**src/hw/ldz_pkg.sv**
```systemverilog
package ldz_pkg;
   // register byte addresses
   localparam logic [7:0] ADDR_CTRL = 8'h00;
   localparam logic [7:0] ADDR_DDLY = 8'h04;
   localparam logic [7:0] ADDR_ZINFO = 8'h08;
   localparam logic [7:0] ADDR_TGT = 8'h0c;
   localparam logic [7:0] ADDR_STAT = 8'h10;
   localparam logic [7:0] ADDR_MASK = 8'h14;
   // control and zone info field positions
   localparam int CTRL_EN_BIT = 0;
   localparam int CTRL_DD_BIT = 1;
   localparam int CTRL_AVG_LSB = 2;
   localparam int ZINFO_FLAG_BIT = 3;
   // reset values
   localparam logic [4:0] CTRL_RST = 5'h00;
   localparam logic [4:0] DDLY_RST = 5'h00;
   localparam logic [1:0] MASK_RST = 2'h0;
   // zone decision constants
   localparam logic [5:0] UP_PERIODS = 6'h03;
   localparam logic [5:0] DN_BASE_PERIODS = 6'h06;
   localparam logic [1:0] FAST_PERIODS = 2'h3;
   // timing
   localparam int CLK_PERIOD_NS = 100;
   localparam int FAST_PERIOD_NS = 1100000;
   localparam int FAST_CYC_DEF = FAST_PERIOD_NS / CLK_PERIOD_NS;
   // sequencing states, gray along idle-fast-run
   typedef enum logic [1:0] {
      LDZ_IDLE = 2'h0,
      LDZ_FAST = 2'h1,
      LDZ_RUN = 2'h3
   } ldz_state_e;
   // apb request from the master
   typedef struct packed {
      logic psel;
      logic penable;
      logic pwrite;
      logic [7:0] paddr;
      logic [31:0] pwdata;
   } ldz_apb_s;
endpackage : ldz_pkg

```
**src/hw/ldz_zone_ctrl.sv**
```systemverilog
// Implementation choices: the address map and register access over APB.
`timescale 1ns/1ns
`default_nettype none
module ldz_zone_ctrl #(
   parameter int FAST_CYC = ldz_pkg::FAST_CYC_DEF
) (
   input wire logic clock,
   input wire logic rst,
   input wire ldz_pkg::ldz_apb_s apb_req,
   output logic pready,
   output logic [31:0] prdata,
   output logic pslverr,
   input wire logic [2:0] avg_zone,
   output logic period_start,
   output logic fast_mode,
   output logic [2:0] target_zone,
   output logic int_n_out,
   output logic int_n_oe,
   output logic irq
);

   // register state
   logic [4:0] ctrl_ff, nxt_ctrl;
   logic [4:0] ddly_ff, nxt_ddly;
   logic [1:0] stat_ff, nxt_stat;
   logic [1:0] mask_ff, nxt_mask;
   logic pready_ff, nxt_pready;
   logic [31:0] prdata_ff, nxt_prdata;
   logic pslverr_ff, nxt_pslverr;
   logic irq_ff, nxt_irq;
   // zone decision state
   ldz_pkg::ldz_state_e state_ff, nxt_state;
   logic [23:0] per_cnt_ff, nxt_per_cnt;
   logic [1:0] fast_left_ff, nxt_fast_left;
   logic [2:0] ao_ff, nxt_ao;
   logic [2:0] tgt_ff, nxt_tgt;
   logic [5:0] cnt_ff, nxt_cnt;
   logic cnt_up_ff, nxt_cnt_up;
   logic qual_ff, nxt_qual;
   logic qual_up_ff, nxt_qual_up;
   logic [2:0] zinfo_ff, nxt_zinfo;
   logic zflag_ff, nxt_zflag;
   logic pstart_ff, nxt_pstart;
   logic fast_ff, nxt_fast;
   // shared strobes
   logic access, rd_info, tick, zev, tev;
   logic chg_up, chg_dn, rel_up, rel_dn;
   logic [5:0] req;
   logic en, dd_mode;
   logic [2:0] avg_sel;

   assign en = ctrl_ff[ldz_pkg::CTRL_EN_BIT];
   assign dd_mode = ctrl_ff[ldz_pkg::CTRL_DD_BIT];
   assign avg_sel = ctrl_ff[ldz_pkg::CTRL_AVG_LSB +: 3];
   assign access = apb_req.psel && apb_req.penable && pready_ff;
   assign rd_info = access && !apb_req.pwrite && apb_req.paddr == ldz_pkg::ADDR_ZINFO;
   assign tick = state_ff != ldz_pkg::LDZ_IDLE && per_cnt_ff == 24'h000000;
   assign zev = tick && avg_zone != ao_ff;
   assign tev = tick && nxt_tgt != tgt_ff;
   // direction of the new zone against the last output and the target
   assign chg_up = avg_zone > ao_ff;
   assign chg_dn = avg_zone < ao_ff;
   assign rel_up = avg_zone > tgt_ff;
   assign rel_dn = avg_zone < tgt_ff;
   // periods needed to move the target
   assign req = (rel_dn && dd_mode) ? (6'(ddly_ff) + ldz_pkg::DN_BASE_PERIODS)
                                    : ldz_pkg::UP_PERIODS;

   // apb slave, registers and interrupt status
   always_comb begin
      nxt_ctrl = ctrl_ff;
      nxt_ddly = ddly_ff;
      nxt_mask = mask_ff;
      nxt_stat = stat_ff;
      nxt_pready = apb_req.psel && !apb_req.penable; // answer in first access cycle
      nxt_prdata = prdata_ff;
      nxt_pslverr = 1'b0;
      if (apb_req.psel && !apb_req.penable) begin
         nxt_prdata = 32'h00000000;
         unique case (apb_req.paddr)
            ldz_pkg::ADDR_CTRL: nxt_prdata[4:0] = ctrl_ff;
            ldz_pkg::ADDR_DDLY: nxt_prdata[4:0] = ddly_ff;
            ldz_pkg::ADDR_ZINFO: nxt_prdata[3:0] = {zflag_ff, zinfo_ff};
            ldz_pkg::ADDR_TGT: nxt_prdata[3:0] = {fast_mode, tgt_ff};
            ldz_pkg::ADDR_STAT: nxt_prdata[1:0] = stat_ff;
            ldz_pkg::ADDR_MASK: nxt_prdata[1:0] = mask_ff;
            default: nxt_pslverr = 1'b1;
         endcase
      end
      if (access && apb_req.pwrite) begin
         unique case (apb_req.paddr)
            ldz_pkg::ADDR_CTRL: nxt_ctrl = apb_req.pwdata[4:0];
            ldz_pkg::ADDR_DDLY: nxt_ddly = apb_req.pwdata[4:0];
            ldz_pkg::ADDR_STAT: nxt_stat = stat_ff & ~apb_req.pwdata[1:0];
            ldz_pkg::ADDR_MASK: nxt_mask = apb_req.pwdata[1:0];
            default: ;
         endcase
      end
      // events set after the clear so they win
      nxt_stat = nxt_stat | {tev, zev};
      nxt_irq = |(nxt_stat & nxt_mask);
   end

   always_ff @(posedge clock) begin
      if (rst) begin
         ctrl_ff <= ldz_pkg::CTRL_RST;
         ddly_ff <= ldz_pkg::DDLY_RST;
         mask_ff <= ldz_pkg::MASK_RST;
         stat_ff <= 2'h0;
         pready_ff <= 1'b0;
         prdata_ff <= 32'h00000000;
         pslverr_ff <= 1'b0;
         irq_ff <= 1'b0;
      end else begin
         ctrl_ff <= nxt_ctrl;
         ddly_ff <= nxt_ddly;
         mask_ff <= nxt_mask;
         stat_ff <= nxt_stat;
         pready_ff <= nxt_pready;
         prdata_ff <= nxt_prdata;
         pslverr_ff <= nxt_pslverr;
         irq_ff <= nxt_irq;
      end
   end

   // period timing, zone qualification and zone interrupt
   always_comb begin
      nxt_state = state_ff;
      nxt_per_cnt = per_cnt_ff;
      nxt_fast_left = fast_left_ff;
      nxt_ao = ao_ff;
      nxt_tgt = tgt_ff;
      nxt_cnt = cnt_ff;
      nxt_cnt_up = cnt_up_ff;
      nxt_qual = qual_ff;
      nxt_qual_up = qual_up_ff;
      nxt_zinfo = zinfo_ff;
      nxt_zflag = rd_info ? 1'b0 : zflag_ff;
      nxt_pstart = tick;
      unique case (state_ff)
         ldz_pkg::LDZ_IDLE: begin
            if (en) begin
               nxt_state = ldz_pkg::LDZ_FAST;
               nxt_fast_left = ldz_pkg::FAST_PERIODS;
               nxt_per_cnt = 24'(FAST_CYC - 1);
            end
         end
         ldz_pkg::LDZ_FAST, ldz_pkg::LDZ_RUN: begin
            nxt_per_cnt = per_cnt_ff - 24'h000001;
            if (tick) begin
               if (state_ff == ldz_pkg::LDZ_FAST && fast_left_ff == 2'h1) begin
                  nxt_state = ldz_pkg::LDZ_RUN;
               end
               nxt_fast_left = fast_left_ff - 2'h1;
               if (nxt_state == ldz_pkg::LDZ_FAST) begin
                  nxt_per_cnt = 24'(FAST_CYC - 1);
               end else begin
                  nxt_per_cnt = (24'(FAST_CYC) << avg_sel) - 24'h000001;
               end
               nxt_ao = avg_zone;
               if (qual_ff && (qual_up_ff ? chg_up : chg_dn)) begin
                  nxt_tgt = avg_zone;
                  nxt_cnt = 6'h00;
               end else begin
                  nxt_qual = 1'b0;
                  nxt_cnt_up = rel_up;
                  if (cnt_ff != 6'h00 && cnt_up_ff == rel_up && (rel_up || rel_dn)
                      && !(rel_up ? chg_dn : chg_up)) begin
                     nxt_cnt = cnt_ff + 6'h01;
                  end else if ((chg_up && rel_up) || (chg_dn && rel_dn)) begin
                     nxt_cnt = 6'h01;
                  end else begin
                     nxt_cnt = 6'h00;
                  end
                  if (nxt_cnt != 6'h00 && nxt_cnt == req) begin
                     nxt_tgt = avg_zone;
                     nxt_qual = 1'b1;
                     nxt_qual_up = rel_up;
                     nxt_cnt = 6'h00;
                  end
               end
               if (zev) begin
                  nxt_zinfo = avg_zone;
                  nxt_zflag = 1'b1;
               end
            end
         end
         default: nxt_state = ldz_pkg::LDZ_IDLE;
      endcase
      if (!en) begin
         nxt_state = ldz_pkg::LDZ_IDLE;
         nxt_cnt = 6'h00;
         nxt_qual = 1'b0;
         nxt_per_cnt = 24'h000000;
         nxt_pstart = 1'b0;
      end
      if (state_ff == ldz_pkg::LDZ_IDLE) begin
         nxt_ao = 3'h0;
         nxt_tgt = 3'h0;
         nxt_cnt = 6'h00;
         nxt_qual = 1'b0;
      end
      // startup flag kept in its own flop so the output is not a state decode
      nxt_fast = nxt_state == ldz_pkg::LDZ_FAST;
   end

   always_ff @(posedge clock) begin
      if (rst) begin
         state_ff <= ldz_pkg::LDZ_IDLE;
         per_cnt_ff <= 24'h000000;
         fast_left_ff <= 2'h0;
         ao_ff <= 3'h0;
         tgt_ff <= 3'h0;
         cnt_ff <= 6'h00;
         cnt_up_ff <= 1'b0;
         qual_ff <= 1'b0;
         qual_up_ff <= 1'b0;
         zinfo_ff <= 3'h0;
         zflag_ff <= 1'b0;
         pstart_ff <= 1'b0;
         fast_ff <= 1'b0;
      end else begin
         state_ff <= nxt_state;
         per_cnt_ff <= nxt_per_cnt;
         fast_left_ff <= nxt_fast_left;
         ao_ff <= nxt_ao;
         tgt_ff <= nxt_tgt;
         cnt_ff <= nxt_cnt;
         cnt_up_ff <= nxt_cnt_up;
         qual_ff <= nxt_qual;
         qual_up_ff <= nxt_qual_up;
         zinfo_ff <= nxt_zinfo;
         zflag_ff <= nxt_zflag;
         pstart_ff <= nxt_pstart;
         fast_ff <= nxt_fast;
      end
   end

   // outputs from flip-flops, int_n_out tied low; pin driven low while the flag stands
   assign pready = pready_ff;
   assign prdata = prdata_ff;
   assign pslverr = pslverr_ff;
   assign period_start = pstart_ff;
   assign fast_mode = fast_ff;
   assign target_zone = tgt_ff;
   assign int_n_out = 1'b0;
   assign int_n_oe = zflag_ff;
   assign irq = irq_ff;
endmodule : ldz_zone_ctrl
`default_nettype wire

```
**config.mk**
```make
export PLATFORM = sky130hd
export DESIGN_NAME = ldz_zone_ctrl
export DESIGN_NICKNAME = d
export VERILOG_FILES = /design/src/hw/ldz_pkg.sv /design/src/hw/ldz_zone_ctrl.sv
export SDC_FILE = /design/constraint.sdc
export NUM_CORES = 1
export LEC_CHECK = 0
export ABC_AREA = 1
export ABC_CLOCK_PERIOD_IN_PS = 2300
export BUFFER_PORTS_ARGS = -buffer_cell sky130_fd_sc_hd__buf_4
export CAP_MARGIN = 20
export CORE_UTILIZATION = 33
export DETAILED_ROUTE_END_ITERATION = 10
export GPL_TIMING_DRIVEN = 0
export PLACE_DENSITY = 0.5
export SLEW_MARGIN = 5
export SYNTH_ARGS = -nofsm -noshare
export SYNTH_HDL_FRONTEND = slang
export SYNTH_SLANG_ARGS = --single-unit
```
**constraint.sdc**
```tcl
create_clock -name clock -period 2.3 [get_ports clock]
set_input_delay 0.23 -clock clock [delete_from_list [all_inputs] [get_ports clock]]
set_output_delay 0.23 -clock clock [all_outputs]
set_load 0.03 [all_outputs]
```
Word-level counts from Yosys, hierarchy flattened
Cells that the tools add are included.

cells by class
  equality and inequality tests = 16
  reduce and logical (&&, ||, !) cells = 44
  $mul = 0
  divide/modulo/power cells = 0
  bitwise gates (word level) = 7
  $lt $le $gt $ge = 4
  shift-type cells = 1
  mux-type cells = 40
  $add $sub $neg = 5

operators with widths
  operator                 number
  $mux W24                 2
  $pmux W24 S2             1
  $sub A24 B1 Y24 const B  2
  $mux W6                  7
  $logic_not A24 Y1        1
  $shl A14 B3 Y24 const A  1
  $mux W2                  11
  $logic_and A1 B1 Y1      18
  $eq A8 B4 Y1 const B     2
  $eq A8 B5 Y1 const B     2
  $mux W3                  5
  $pmux W2 S6              1
  $reduce_bool A6 Y1       2
  $reduce_or A2 Y1         5
  $mux W1                  9
  $reduce_and A3 Y1        3
  $eq A2 B1 Y1 const B     4
  $eq A8 B3 Y1 const B     1
  $logic_not A8 Y1         1
  $pmux W2 S2              2
  $pmux W2 S4              1
  $add A5 B3 Y6 const B    1
  $add A6 B1 Y6 const B    1
  $eq A6 B6 Y1             1
  other kinds (20)         33

word-level totals
  bits in latches = 0
  output and inout port bits = 42
  word-level logic and storage cells = 138
  register bits = 71
  bits in read-only memories = 0
  RAM bits = 0
  memories kept = 0

Longest topological paths before layout
Gate-level depths: netlist (run 1).

  depth in word-level cells = 21
  gate-level depth with buffers = 26
  depth with buffers taken out = 26

Worst setup path after synthesis (run 1)
Ideal clock, no wire load.

  kind = register -> register
  start point = register tgt_ff[2] (netlist: target_zone[2])
  end point = register irq_ff (netlist: irq)
  arrival time = 2615 ps
  stages on the path, launching flop included = 25
  data required time = 2188 ps
  buffers on the path = 0
  path slack = -427 ps
  cell sequence = dfxtp_1 > inv_1 > ha_1 > a21oi_2 > nand2_1 > nand2_1 > nand2_1 > nand2_4 > nand2_4 > inv_2 > nand3_1 > nand2_1 > nand2_1 > nor2_4 > nand3_4 > nand2_4 > nand3_1 > nand3_1 > nand2_1 > nand2_1 > nand2_1 > nand2_1 > nand2_1 > nand2_1 > nand2_1

between the ends
  longest elaborated chain between the ends = 21
  elaborated cells on any way between the ends = 32
  those cells by class = order compare: 2; eq/ne: 3; mux: 12; bitwise: 2; reduce/logical: 13

ends and longest elaborated chain
  element                           line                  RTL
  start, declared                   ldz_zone_ctrl.sv:36   logic [2:0] tgt_ff, nxt_tgt;
  start signal, assigned            ldz_zone_ctrl.sv:227  tgt_ff <= nxt_tgt;
  $gt A3 B3 Y1                      ldz_zone_ctrl.sv:63   assign rel_up = avg_zone > tgt_ff;
  $eq A1 B1 Y1                      ldz_zone_ctrl.sv:167  if (cnt_ff != 6'h00 && cnt_up_ff == rel_up && (rel_up || rel_dn)
  $logic_and A1 B1 Y1 (2 in a row)  ldz_zone_ctrl.sv:167
  $logic_and A1 B1 Y1               ldz_zone_ctrl.sv:168  && !(rel_up ? chg_dn : chg_up)) begin
  $mux W6                           ldz_zone_ctrl.sv:167
  $mux W6                           ldz_zone_ctrl.sv:161  if (qual_ff && (qual_up_ff ? chg_up : chg_dn)) begin
  $mux W6                           ldz_zone_ctrl.sv:150  if (tick) begin
  $mux W6                           ldz_zone_ctrl.sv:140  unique case (state_ff)
  (+4 left out)                     -
  $mux W3                           ldz_zone_ctrl.sv:150
  $mux W3                           ldz_zone_ctrl.sv:140
  $mux W3                           ldz_zone_ctrl.sv:197  if (state_ff == ldz_pkg::LDZ_IDLE) begin
  $ne A3 B3 Y1 (*)                  ldz_zone_ctrl.sv:59   assign tev = tick && nxt_tgt != tgt_ff;
  $logic_and A1 B1 Y1 (*)           ldz_zone_ctrl.sv:59
  $or A2 B2 Y2 (*)                  ldz_zone_ctrl.sv:100  nxt_stat = nxt_stat | {tev, zev};
  $and A2 B2 Y2 (*)                 ldz_zone_ctrl.sv:101  nxt_irq = |(nxt_stat & nxt_mask);
  $reduce_or A2 Y1 (*)              ldz_zone_ctrl.sv:101
  end signal, assigned              ldz_zone_ctrl.sv:122  irq_ff <= nxt_irq;
  end, declared                     ldz_zone_ctrl.sv:30   logic irq_ff, nxt_irq;

Mark *: on every way between the ends. The rest lies on a longest branch, timed or not. The select of a mux whose other input is x is not followed.
A chain may end at the register's enable or synchronous reset.

Worst setup path in the final report (run 1)
  start point = register ao_ff[2]
  end point = register irq_ff (netlist: irq)

between the ends
  longest elaborated chain between the ends = 20
  elaborated cells on any way between the ends = 30
  those cells by class = order compare: 2; eq/ne: 3; mux: 12; bitwise: 2; reduce/logical: 11

ends and longest elaborated chain
  element                                                 line                                        RTL
  start, declared                                         ldz_zone_ctrl.sv:35                         logic [2:0] ao_ff, nxt_ao;
  start signal, assigned                                  ldz_zone_ctrl.sv:226                        ao_ff <= nxt_ao;
  $gt A3 B3 Y1 or $lt A3 B3 Y1 (tied branches)            ldz_zone_ctrl.sv:61, ldz_zone_ctrl.sv:62
  $logic_and A1 B1 Y1 or $mux W1 (tied branches)          ldz_zone_ctrl.sv:170, ldz_zone_ctrl.sv:168
  $logic_or A1 B1 Y1 or $logic_not A1 Y1 (tied branches)  ldz_zone_ctrl.sv:170, ldz_zone_ctrl.sv:168
  $mux W1 or $logic_and A1 B1 Y1 (tied branches)          ldz_zone_ctrl.sv:170, ldz_zone_ctrl.sv:168
  $mux W6                                                 ldz_zone_ctrl.sv:167
  $mux W6                                                 ldz_zone_ctrl.sv:161
  $mux W6                                                 ldz_zone_ctrl.sv:150
  $mux W6                                                 ldz_zone_ctrl.sv:140
  (+4 left out)                                           -
  $mux W3                                                 ldz_zone_ctrl.sv:150
  $mux W3                                                 ldz_zone_ctrl.sv:140
  $mux W3                                                 ldz_zone_ctrl.sv:197
  $ne A3 B3 Y1                                            ldz_zone_ctrl.sv:59
  $logic_and A1 B1 Y1                                     ldz_zone_ctrl.sv:59
  $or A2 B2 Y2 (*)                                        ldz_zone_ctrl.sv:100
  $and A2 B2 Y2 (*)                                       ldz_zone_ctrl.sv:101
  $reduce_or A2 Y1 (*)                                    ldz_zone_ctrl.sv:101

Marked as above.

==> results.json, run 1 <==
{
  "status": "finished with violations",
  "failed_checks": "negative setup slack",
  "cts_tree": "built",
  "fin_crit_ns": 2.68,
  "synth_compound_area_share_pct": 18.1,
  "drive_above_1_share_pct": 34.2,
  "syn-mean-instance-area_um2": 6.77,
  "grt_max_degree": 14,
  "die_h_um": 120,
  "ant_nets": 0,
  "fmax_ghz": 0.372,
  "cp_slowest_cell": "dfxtp_1",
  "synth_top_family_by_area": "simple AND/OR/NAND/NOR gates",
  "fin_cells": 989,
  "routed_wl_mm": 14.7,
  "slowest_delay_ns": 0.33,
  "ir_drop_mv": 0.255,
  "reg2reg_from": "ao_ff[2]",
  "synth.distinct_cells": 46,
  "cellLeakagePower_nw": 2.84,
  "clock_latency_ns": 0.35,
  "synthFlopType": "dfxtp_1",
  "seq_area_um2": 1430,
  "fin_skew_ns": 0.00840,
  "cts-root-buf": "clkbuf_16",
  "first_global_vias": 4777,
  "first_pass_iters": 5,
  "slew_headroom_pct": 49.3,
  "cp.required_ns": 2.55,
  "rsz0062_at_grt": "true",
  "worst_slack_ns": -0.385,
  "drcViolationCount": 0,
  "worstMarginPinSlew_ns": 0.758,
  "port-buffer-count": 34,
  "fin_nets": 868,
  "hpwl_mm": 9.92,
  "drt_iter0_markers": 338,
  "wire_per_inst_um": 14.9,
  "final_cell_mix": "buf_4, inv_1, nand2_1",
  "setup_viol": 29,
  "cts_htree_levels": 3,
  "core_um2": 13300,
  "clock_path_buffers": 2,
  "grt_pass1_wl_mm": 23.3,
  "async_reset_ff_share_pct": 0,
  "gp_congestion": 0.873,
  "synthMuxAreaShare_pct": 0,
  "end_kind": "flip-flop",
  "die_w_um": 120,
  "vias": 4904,
  "synthSimpleGateAreaFrac_pct": 29.9,
  "min_period_over_period_pct": 117,
  "hold_viol": 0,
  "p_per_area_nw_per_um2": 454,
  "holdBufCountCts": 0,
  "die_area_um2": 14300,
  "r2r_end": "irq",
  "num_rows": 42,
  "grt_overflow_total": 0,
  "finish.utilization_pct": 50.0,
  "arrival_ns": 2.93,
  "clkSinkCount": 71,
  "cp_cell_sequence": "inv_1 -> ha_4 -> nand3b_1 -> nand2_4 -> buf_4 -> nor2_1 -> nor2_1 -> nand2_4 -> nand2_2 -> nand3_1 -> nand2_1 -> nand2_2 -> nand3_4 -> nand2_4 -> nand2_1 -> nand2_2 -> nand3_2 -> nand2_1 -> nand2_1 -> nand2_2 -> nand2_2 -> nand2_1 -> nand2_1 -> nand2_1",
  "vias_per_cell": 4.96,
  "track_usage_pct": 20.8,
  "worstHoldStart": "rst",
  "ys_seq_area_share_pct": 31.1,
  "power_w": 0.00303,
  "hp-class": "in -> reg",
  "cp_max_fo": 6,
  "synth_edf_count": 0,
  "ios": 90,
  "n_fill_cell": 1341,
  "hold_path_depth": 2,
  "antennaDiodeCount": 0,
  "area_delta_synth_final_pct": 46.2,
  "multi_input_area_um2": 3200,
  "synth_adder_area_share_pct": 3.29,
  "crit_type": "reg -> reg",
  "final_common_cell": "buf_4",
  "synth_xor_area_share_pct": 3.07,
  "synth_seq_cells": 71,
  "dpl.cell_count": 911,
  "ys_warn_count": 0,
  "synth_area_um2": 4570,
  "tns_ns": -4.37,
  "cts_buffers": 9,
  "whs_endpoint": "pready",
  "crit_path_frequent_cell": "nand2_1",
  "syn_inst": 674,
  "cap_violations": 0,
  "slew_viol_final": 0,
  "ff2ff_setup_slack_ns": -0.38,
  "ff2ff_path_depth": 24,
  "start_util_pct": 34.2,
  "antenna_found_initial": 0,
  "cp-start-kind": "flip-flop",
  "path_clk_slew_ns": 0.06,
  "hold_ws_ns": 0.114
}
[stage by stage]
step                      setup WS (ns)  instance area (µm²)
after CTS                        -0.311                 6190
final                            -0.385                 6680
after global placement           -0.565                 5200
after global routing             -0.622                 6680
after floorplan                 -0.0898                 4730
after detailed placement         -0.607                 5200
[final cells by class]
class / instances / area share [%]
buffer: 38 / 3.88
clock buffer: 10 / 3.58
clock inverter: 6 / 1.01
inverter: 106 / 6.32
multi-input combinational: 487 / 48.0
sequential: 71 / 21.5
tap: 176 / 3.30
timing repair buffer: 95 / 12.4
[worst max-delay path: cells and delay by family, from the launching register on]
kind,cells,cell delay [ns]
AND/OR/NAND/NOR,21,1.76
flip-flops,1,0.33
adder cells (fa/ha/maj),1,0.30
buffers and inverters,2,0.19
[synth_stat cells, types with 2 or more instances]
cell	instances	area, µm²
nand3b_1	2	15.0
nand2_4	3	33.8
a211oi_1	6	45.0
a221o_1	2	20.0
nor3_1	15	75.1
a31oi_1	5	31.3
a21oi_1	55	275
nand4_2	2	25.0
xnor2_1	2	17.5
nand2_1	116	435
nand2_2	2	12.5
o22ai_1	6	37.5
o31ai_1	2	15.0
nand4_1	10	62.6
nor2_2	5	31.3
a21oi_2	2	17.5
o221ai_1	8	70.1
o211ai_1	7	52.6
nand3_2	2	20.0
clkbuf_1	9	33.8
xor2_1	14	123
nand3_1	39	195
ha_1	12	150
nor4_1	3	18.8
dfxtp_1	71	1420
a221oi_1	3	26.3
nor2_4	6	67.6
clkinv_1	2	7.51
o21ai_0	37	185
nor2_1	79	297
or2_2	3	18.8
inv_2	5	18.8
inv_1	99	372
buf_4	28	210
[sequential cells by signal, indices dropped and copies added, names as in the netlist]
| register | flops |
|---|---|
| pslverr | 1 |
| ao_ff | 3 |
| irq | 1 |
| qual_up_ff | 1 |
| ctrl_ff | 5 |
| qual_ff | 1 |
| int_n_oe | 1 |
| period_start | 1 |
| prdata | 5 |
| cnt_up_ff | 1 |
| ddly_ff | 5 |
| pready | 1 |
| fast_mode | 1 |
| cnt_ff | 6 |
| zinfo_ff | 3 |
| stat_ff | 2 |
| target_zone | 3 |
| state_ff | 2 |
| per_cnt_ff | 24 |
| mask_ff | 2 |
| fast_left_ff | 2 |
[how the worst max path moves through the flow]
stage	slack, ns	end	startpoint
after floorplan	-0.09	irq	target_zone[2]
after CTS	-0.31	irq	target_zone[2]
after global placement	-0.56	irq	avg_zone[0]
after global routing	-0.62	irq	ao_ff[2]
final	-0.38	irq	ao_ff[2]
after detailed placement	-0.61	irq	avg_zone[0]
[cell families after synthesis]
kind of cell,Yosys count
DFF,71
and+or+nand+nor,290
AOI/OAI and AO/OA,139
buffers and inverters,145
adders and majority gates,12
xor gates and xnor gates,16
other,1
[power breakdown]
group / total, W / leakage [nW] / internal [W] / switching (W)
Sequential: 0.00123 / 0.576 / 0.00123 / 0.00000250
Clock: 0.00146 / 0.145 / 0.000875 / 0.000588
Combinational: 0.000333 / 2.12 / 0.000132 / 0.000201
Total: 0.00303 / 2.84 / 0.00224 / 0.000791
[repair_timing]
item                                   CTS  global route
resized for setup                       84            78
setup buffers                           40            23
setup endpoints to repair               38            45
gates cloned                             2             0
pin swaps                               32            46
endpoints found under the hold margin    0             0
[per-layer routing]
layer  part of all wire [%]  GRT usage, %  vias to the layer above
met5                      0             0                        -
met2                     50          35.8                      127
met4                    1.7          7.97                        0
met3                    4.9          5.13                       26
met1                     43          24.8                     2307
li1                       -             -                     2444
Power figures use the tool's default switching activity.
==> inputs of run 2 (changes only) <==
CELL_PAD_IN_SITES_DETAIL_PLACEMENT = 1   (was not set)
CELL_PAD_IN_SITES_GLOBAL_PLACEMENT = 1   (was not set)
PLACE_DENSITY = 0.68   (was 0.5)
==> results.json, run 2 (synthesis gave the netlist of run 1 again) <==
{
  "power_w": 0.00304,
  "fin_skew_ns": 0.00990,
  "use_met1_pct": 27.8,
  "port-buffer-count": 34,
  "hold_viol": 0,
  "seq_area_um2": 1440,
  "setup_viol": 38,
  "power.switching_w": 0.000820,
  "drt_iter0_markers": 205,
  "grtUsageMet2_pct": 44.0,
  "vias": 5069,
  "die_area_um2": 14300,
  "crit_type": "reg -> reg",
  "arrival_ns": 3.09,
  "largest_register_ffs": 24,
  "fin_crit_ns": 2.79,
  "fin_nets": 881,
  "cts_buffers": 9,
  "wire_per_inst_um": 17.8,
  "hold_ws_ns": 0.0983,
  "antenna_found_initial": 0,
  "start_util_pct": 34.2,
  "p_comb_share_pct": 10.5,
  "gp_congestion": 0.833,
  "ff2ff_setup_slack_ns": -0.49,
  "clock_path_buffers": 2,
  "holdBufCountCts": 0,
  "whs_endpoint": "pready",
  "drcViolationCount": 0,
  "fmax_ghz": 0.359,
  "track_usage_pct": 24.2,
  "p_int_w": 0.00222,
  "failed_checks": "negative setup slack",
  "slew_headroom_pct": 40.3,
  "reg2reg_from": "target_zone[2]",
  "rsz0062_at_grt": "true",
  "die_h_um": 120,
  "swShare_pct": 26.9,
  "cp-start-kind": "flip-flop",
  "clkSinkCount": 71,
  "worst_slack_ns": -0.486,
  "grt_overflow_total": 0,
  "area_delta_synth_final_pct": 50.0,
  "die_w_um": 120,
  "drive_above_1_share_pct": 37.8,
  "tns_ns": -6.72,
  "biggestRegsByFlops": "per_cnt_ff: 24 flops, cnt_ff: 6 flops",
  "min_period_over_period_pct": 121,
  "ios": 90,
  "multi_input_area_um2": 3250,
  "cellLeakagePower_nw": 2.93,
  "first_pass_iters": 4,
  "cap_violations": 0,
  "final_common_cell": "buf_4",
  "n_fill_cell": 1664,
  "cts_tree": "built",
  "hp-class": "in -> reg",
  "final_cell_mix": "buf_4, inv_1, nand2_1",
  "path_clk_slew_ns": 0.07,
  "largest-register": "per_cnt_ff",
  "antennaDiodeCount": 0,
  "ant_nets": 0,
  "ir_drop_mv": 0.242,
  "routed_wl_mm": 17.8,
  "slew_viol_final": 0,
  "seqPwrFrac_pct": 40.5,
  "post-place-ws_ns": -0.670,
  "ff2ff_path_depth": 25,
  "worstHoldStart": "rst",
  "first_global_vias": 5358,
  "hold_path_depth": 2,
  "core_um2": 13300,
  "r2r_end": "irq",
  "worstMarginPinSlew_ns": 0.892,
  "num_rows": 42,
  "grt_pass1_wl_mm": 27.0,
  "clock_latency_ns": 0.36,
  "status": "finished with violations",
  "power_frac_clock_pct": 49.0,
  "end_kind": "flip-flop",
  "cp.required_ns": 2.61,
  "vias_per_cell": 5.06,
  "hpwl_mm": 11.5,
  "grt-busiest-layer": "met2",
  "cp_max_fo": 6,
  "cts_htree_levels": 3,
  "cts-root-buf": "clkbuf_16",
  "finish.utilization_pct": 51.3,
  "p_per_area_nw_per_um2": 444,
  "grt_max_degree": 14,
  "met3_usage_pct": 4.28
}
-- run 2: worst max path at each step --
| stage | start | endpoint | cells past startpoint | slack, ns |
|---|---|---|---|---|
| floorplan | target_zone[2] | irq | 23 | -0.09 |
| global placement | avg_zone[0] | irq | 24 | -0.58 |
| detailed placement | avg_zone[0] | irq | 25 | -0.67 |
| CTS | target_zone[2] | irq | 25 | -0.37 |
| global route | target_zone[2] | irq | 24 | -0.66 |
| finish | target_zone[2] | irq | 25 | -0.49 |
-- run 2: critical path, stage by stage (launching register included) --
cell	delay, ns
dfxtp_4	0.36
inv_4	0.04
ha_4	0.34
nand3_4	0.12
nand2_4	0.13
nand2_4	0.08
buf_4	0.15
nor2_2	0.12
nor2_2	0.06
nand2_4	0.09
nand2_2	0.07
nand3_1	0.08
nand2_1	0.08
nand2_2	0.09
nand3_4	0.09
nand2_4	0.11
nand4_1	0.14
nand2_1	0.11
nand2_1	0.06
nand2_1	0.07
inv_1	0.04
nand2_1	0.08
nand2_2	0.08
nand2_1	0.06
nand2_1	0.04
nand2_1	0.05
-- run 2: through the flow --
stage | cells | area [µm²]
final | 1002 | 6850
after global routing | 1002 | 6850
after CTS | 970 | 6270
after detailed placement | 911 | 5200
after global placement | 911 | 5200
after floorplan | 701 | 4730
-- run 2: power groups by stage --
stage | combinational (W) | clock [W] | sequential [W]
6_report | 0.000321 | 0.00149 | 0.00123
5_1_grt | 0.000340 | 0.00155 | 0.00123
4_1_cts | 0.000297 | 0.00150 | 0.00123
3_5_place_dp | 0.000255 | 0 | 0.00126
3_3_place_gp | 0.000250 | 0 | 0.00126
2_1_floorplan | 0.000177 | 0 | 0.00127
-- run 2: layout make-up --
type                            instances  share of cell area [%]
Clock inverter                          6                    1.00
Sequential cell                        71                    21.0
Clock buffer                           10                    3.49
Multi-Input combinational cell        487                    47.4
Buffer                                 37                    3.56
Timing Repair Buffer                  109                    14.2
Inverter                              106                    6.10
Tap cell                              176                    3.21
-- run 2: what timing repair did --
action,CTS,global route
setup endpoints to repair,41,47
gates cloned,2,1
pin swaps,48,39
resized for setup,102,95
buffers inserted,41,34
-- run 2: metal layers --
layer	vias to the layer above	routed length, µm
met5	-	0
met4	0	408
met3	32	464
met2	77	9610
met1	2478	7310
li1	2482	-
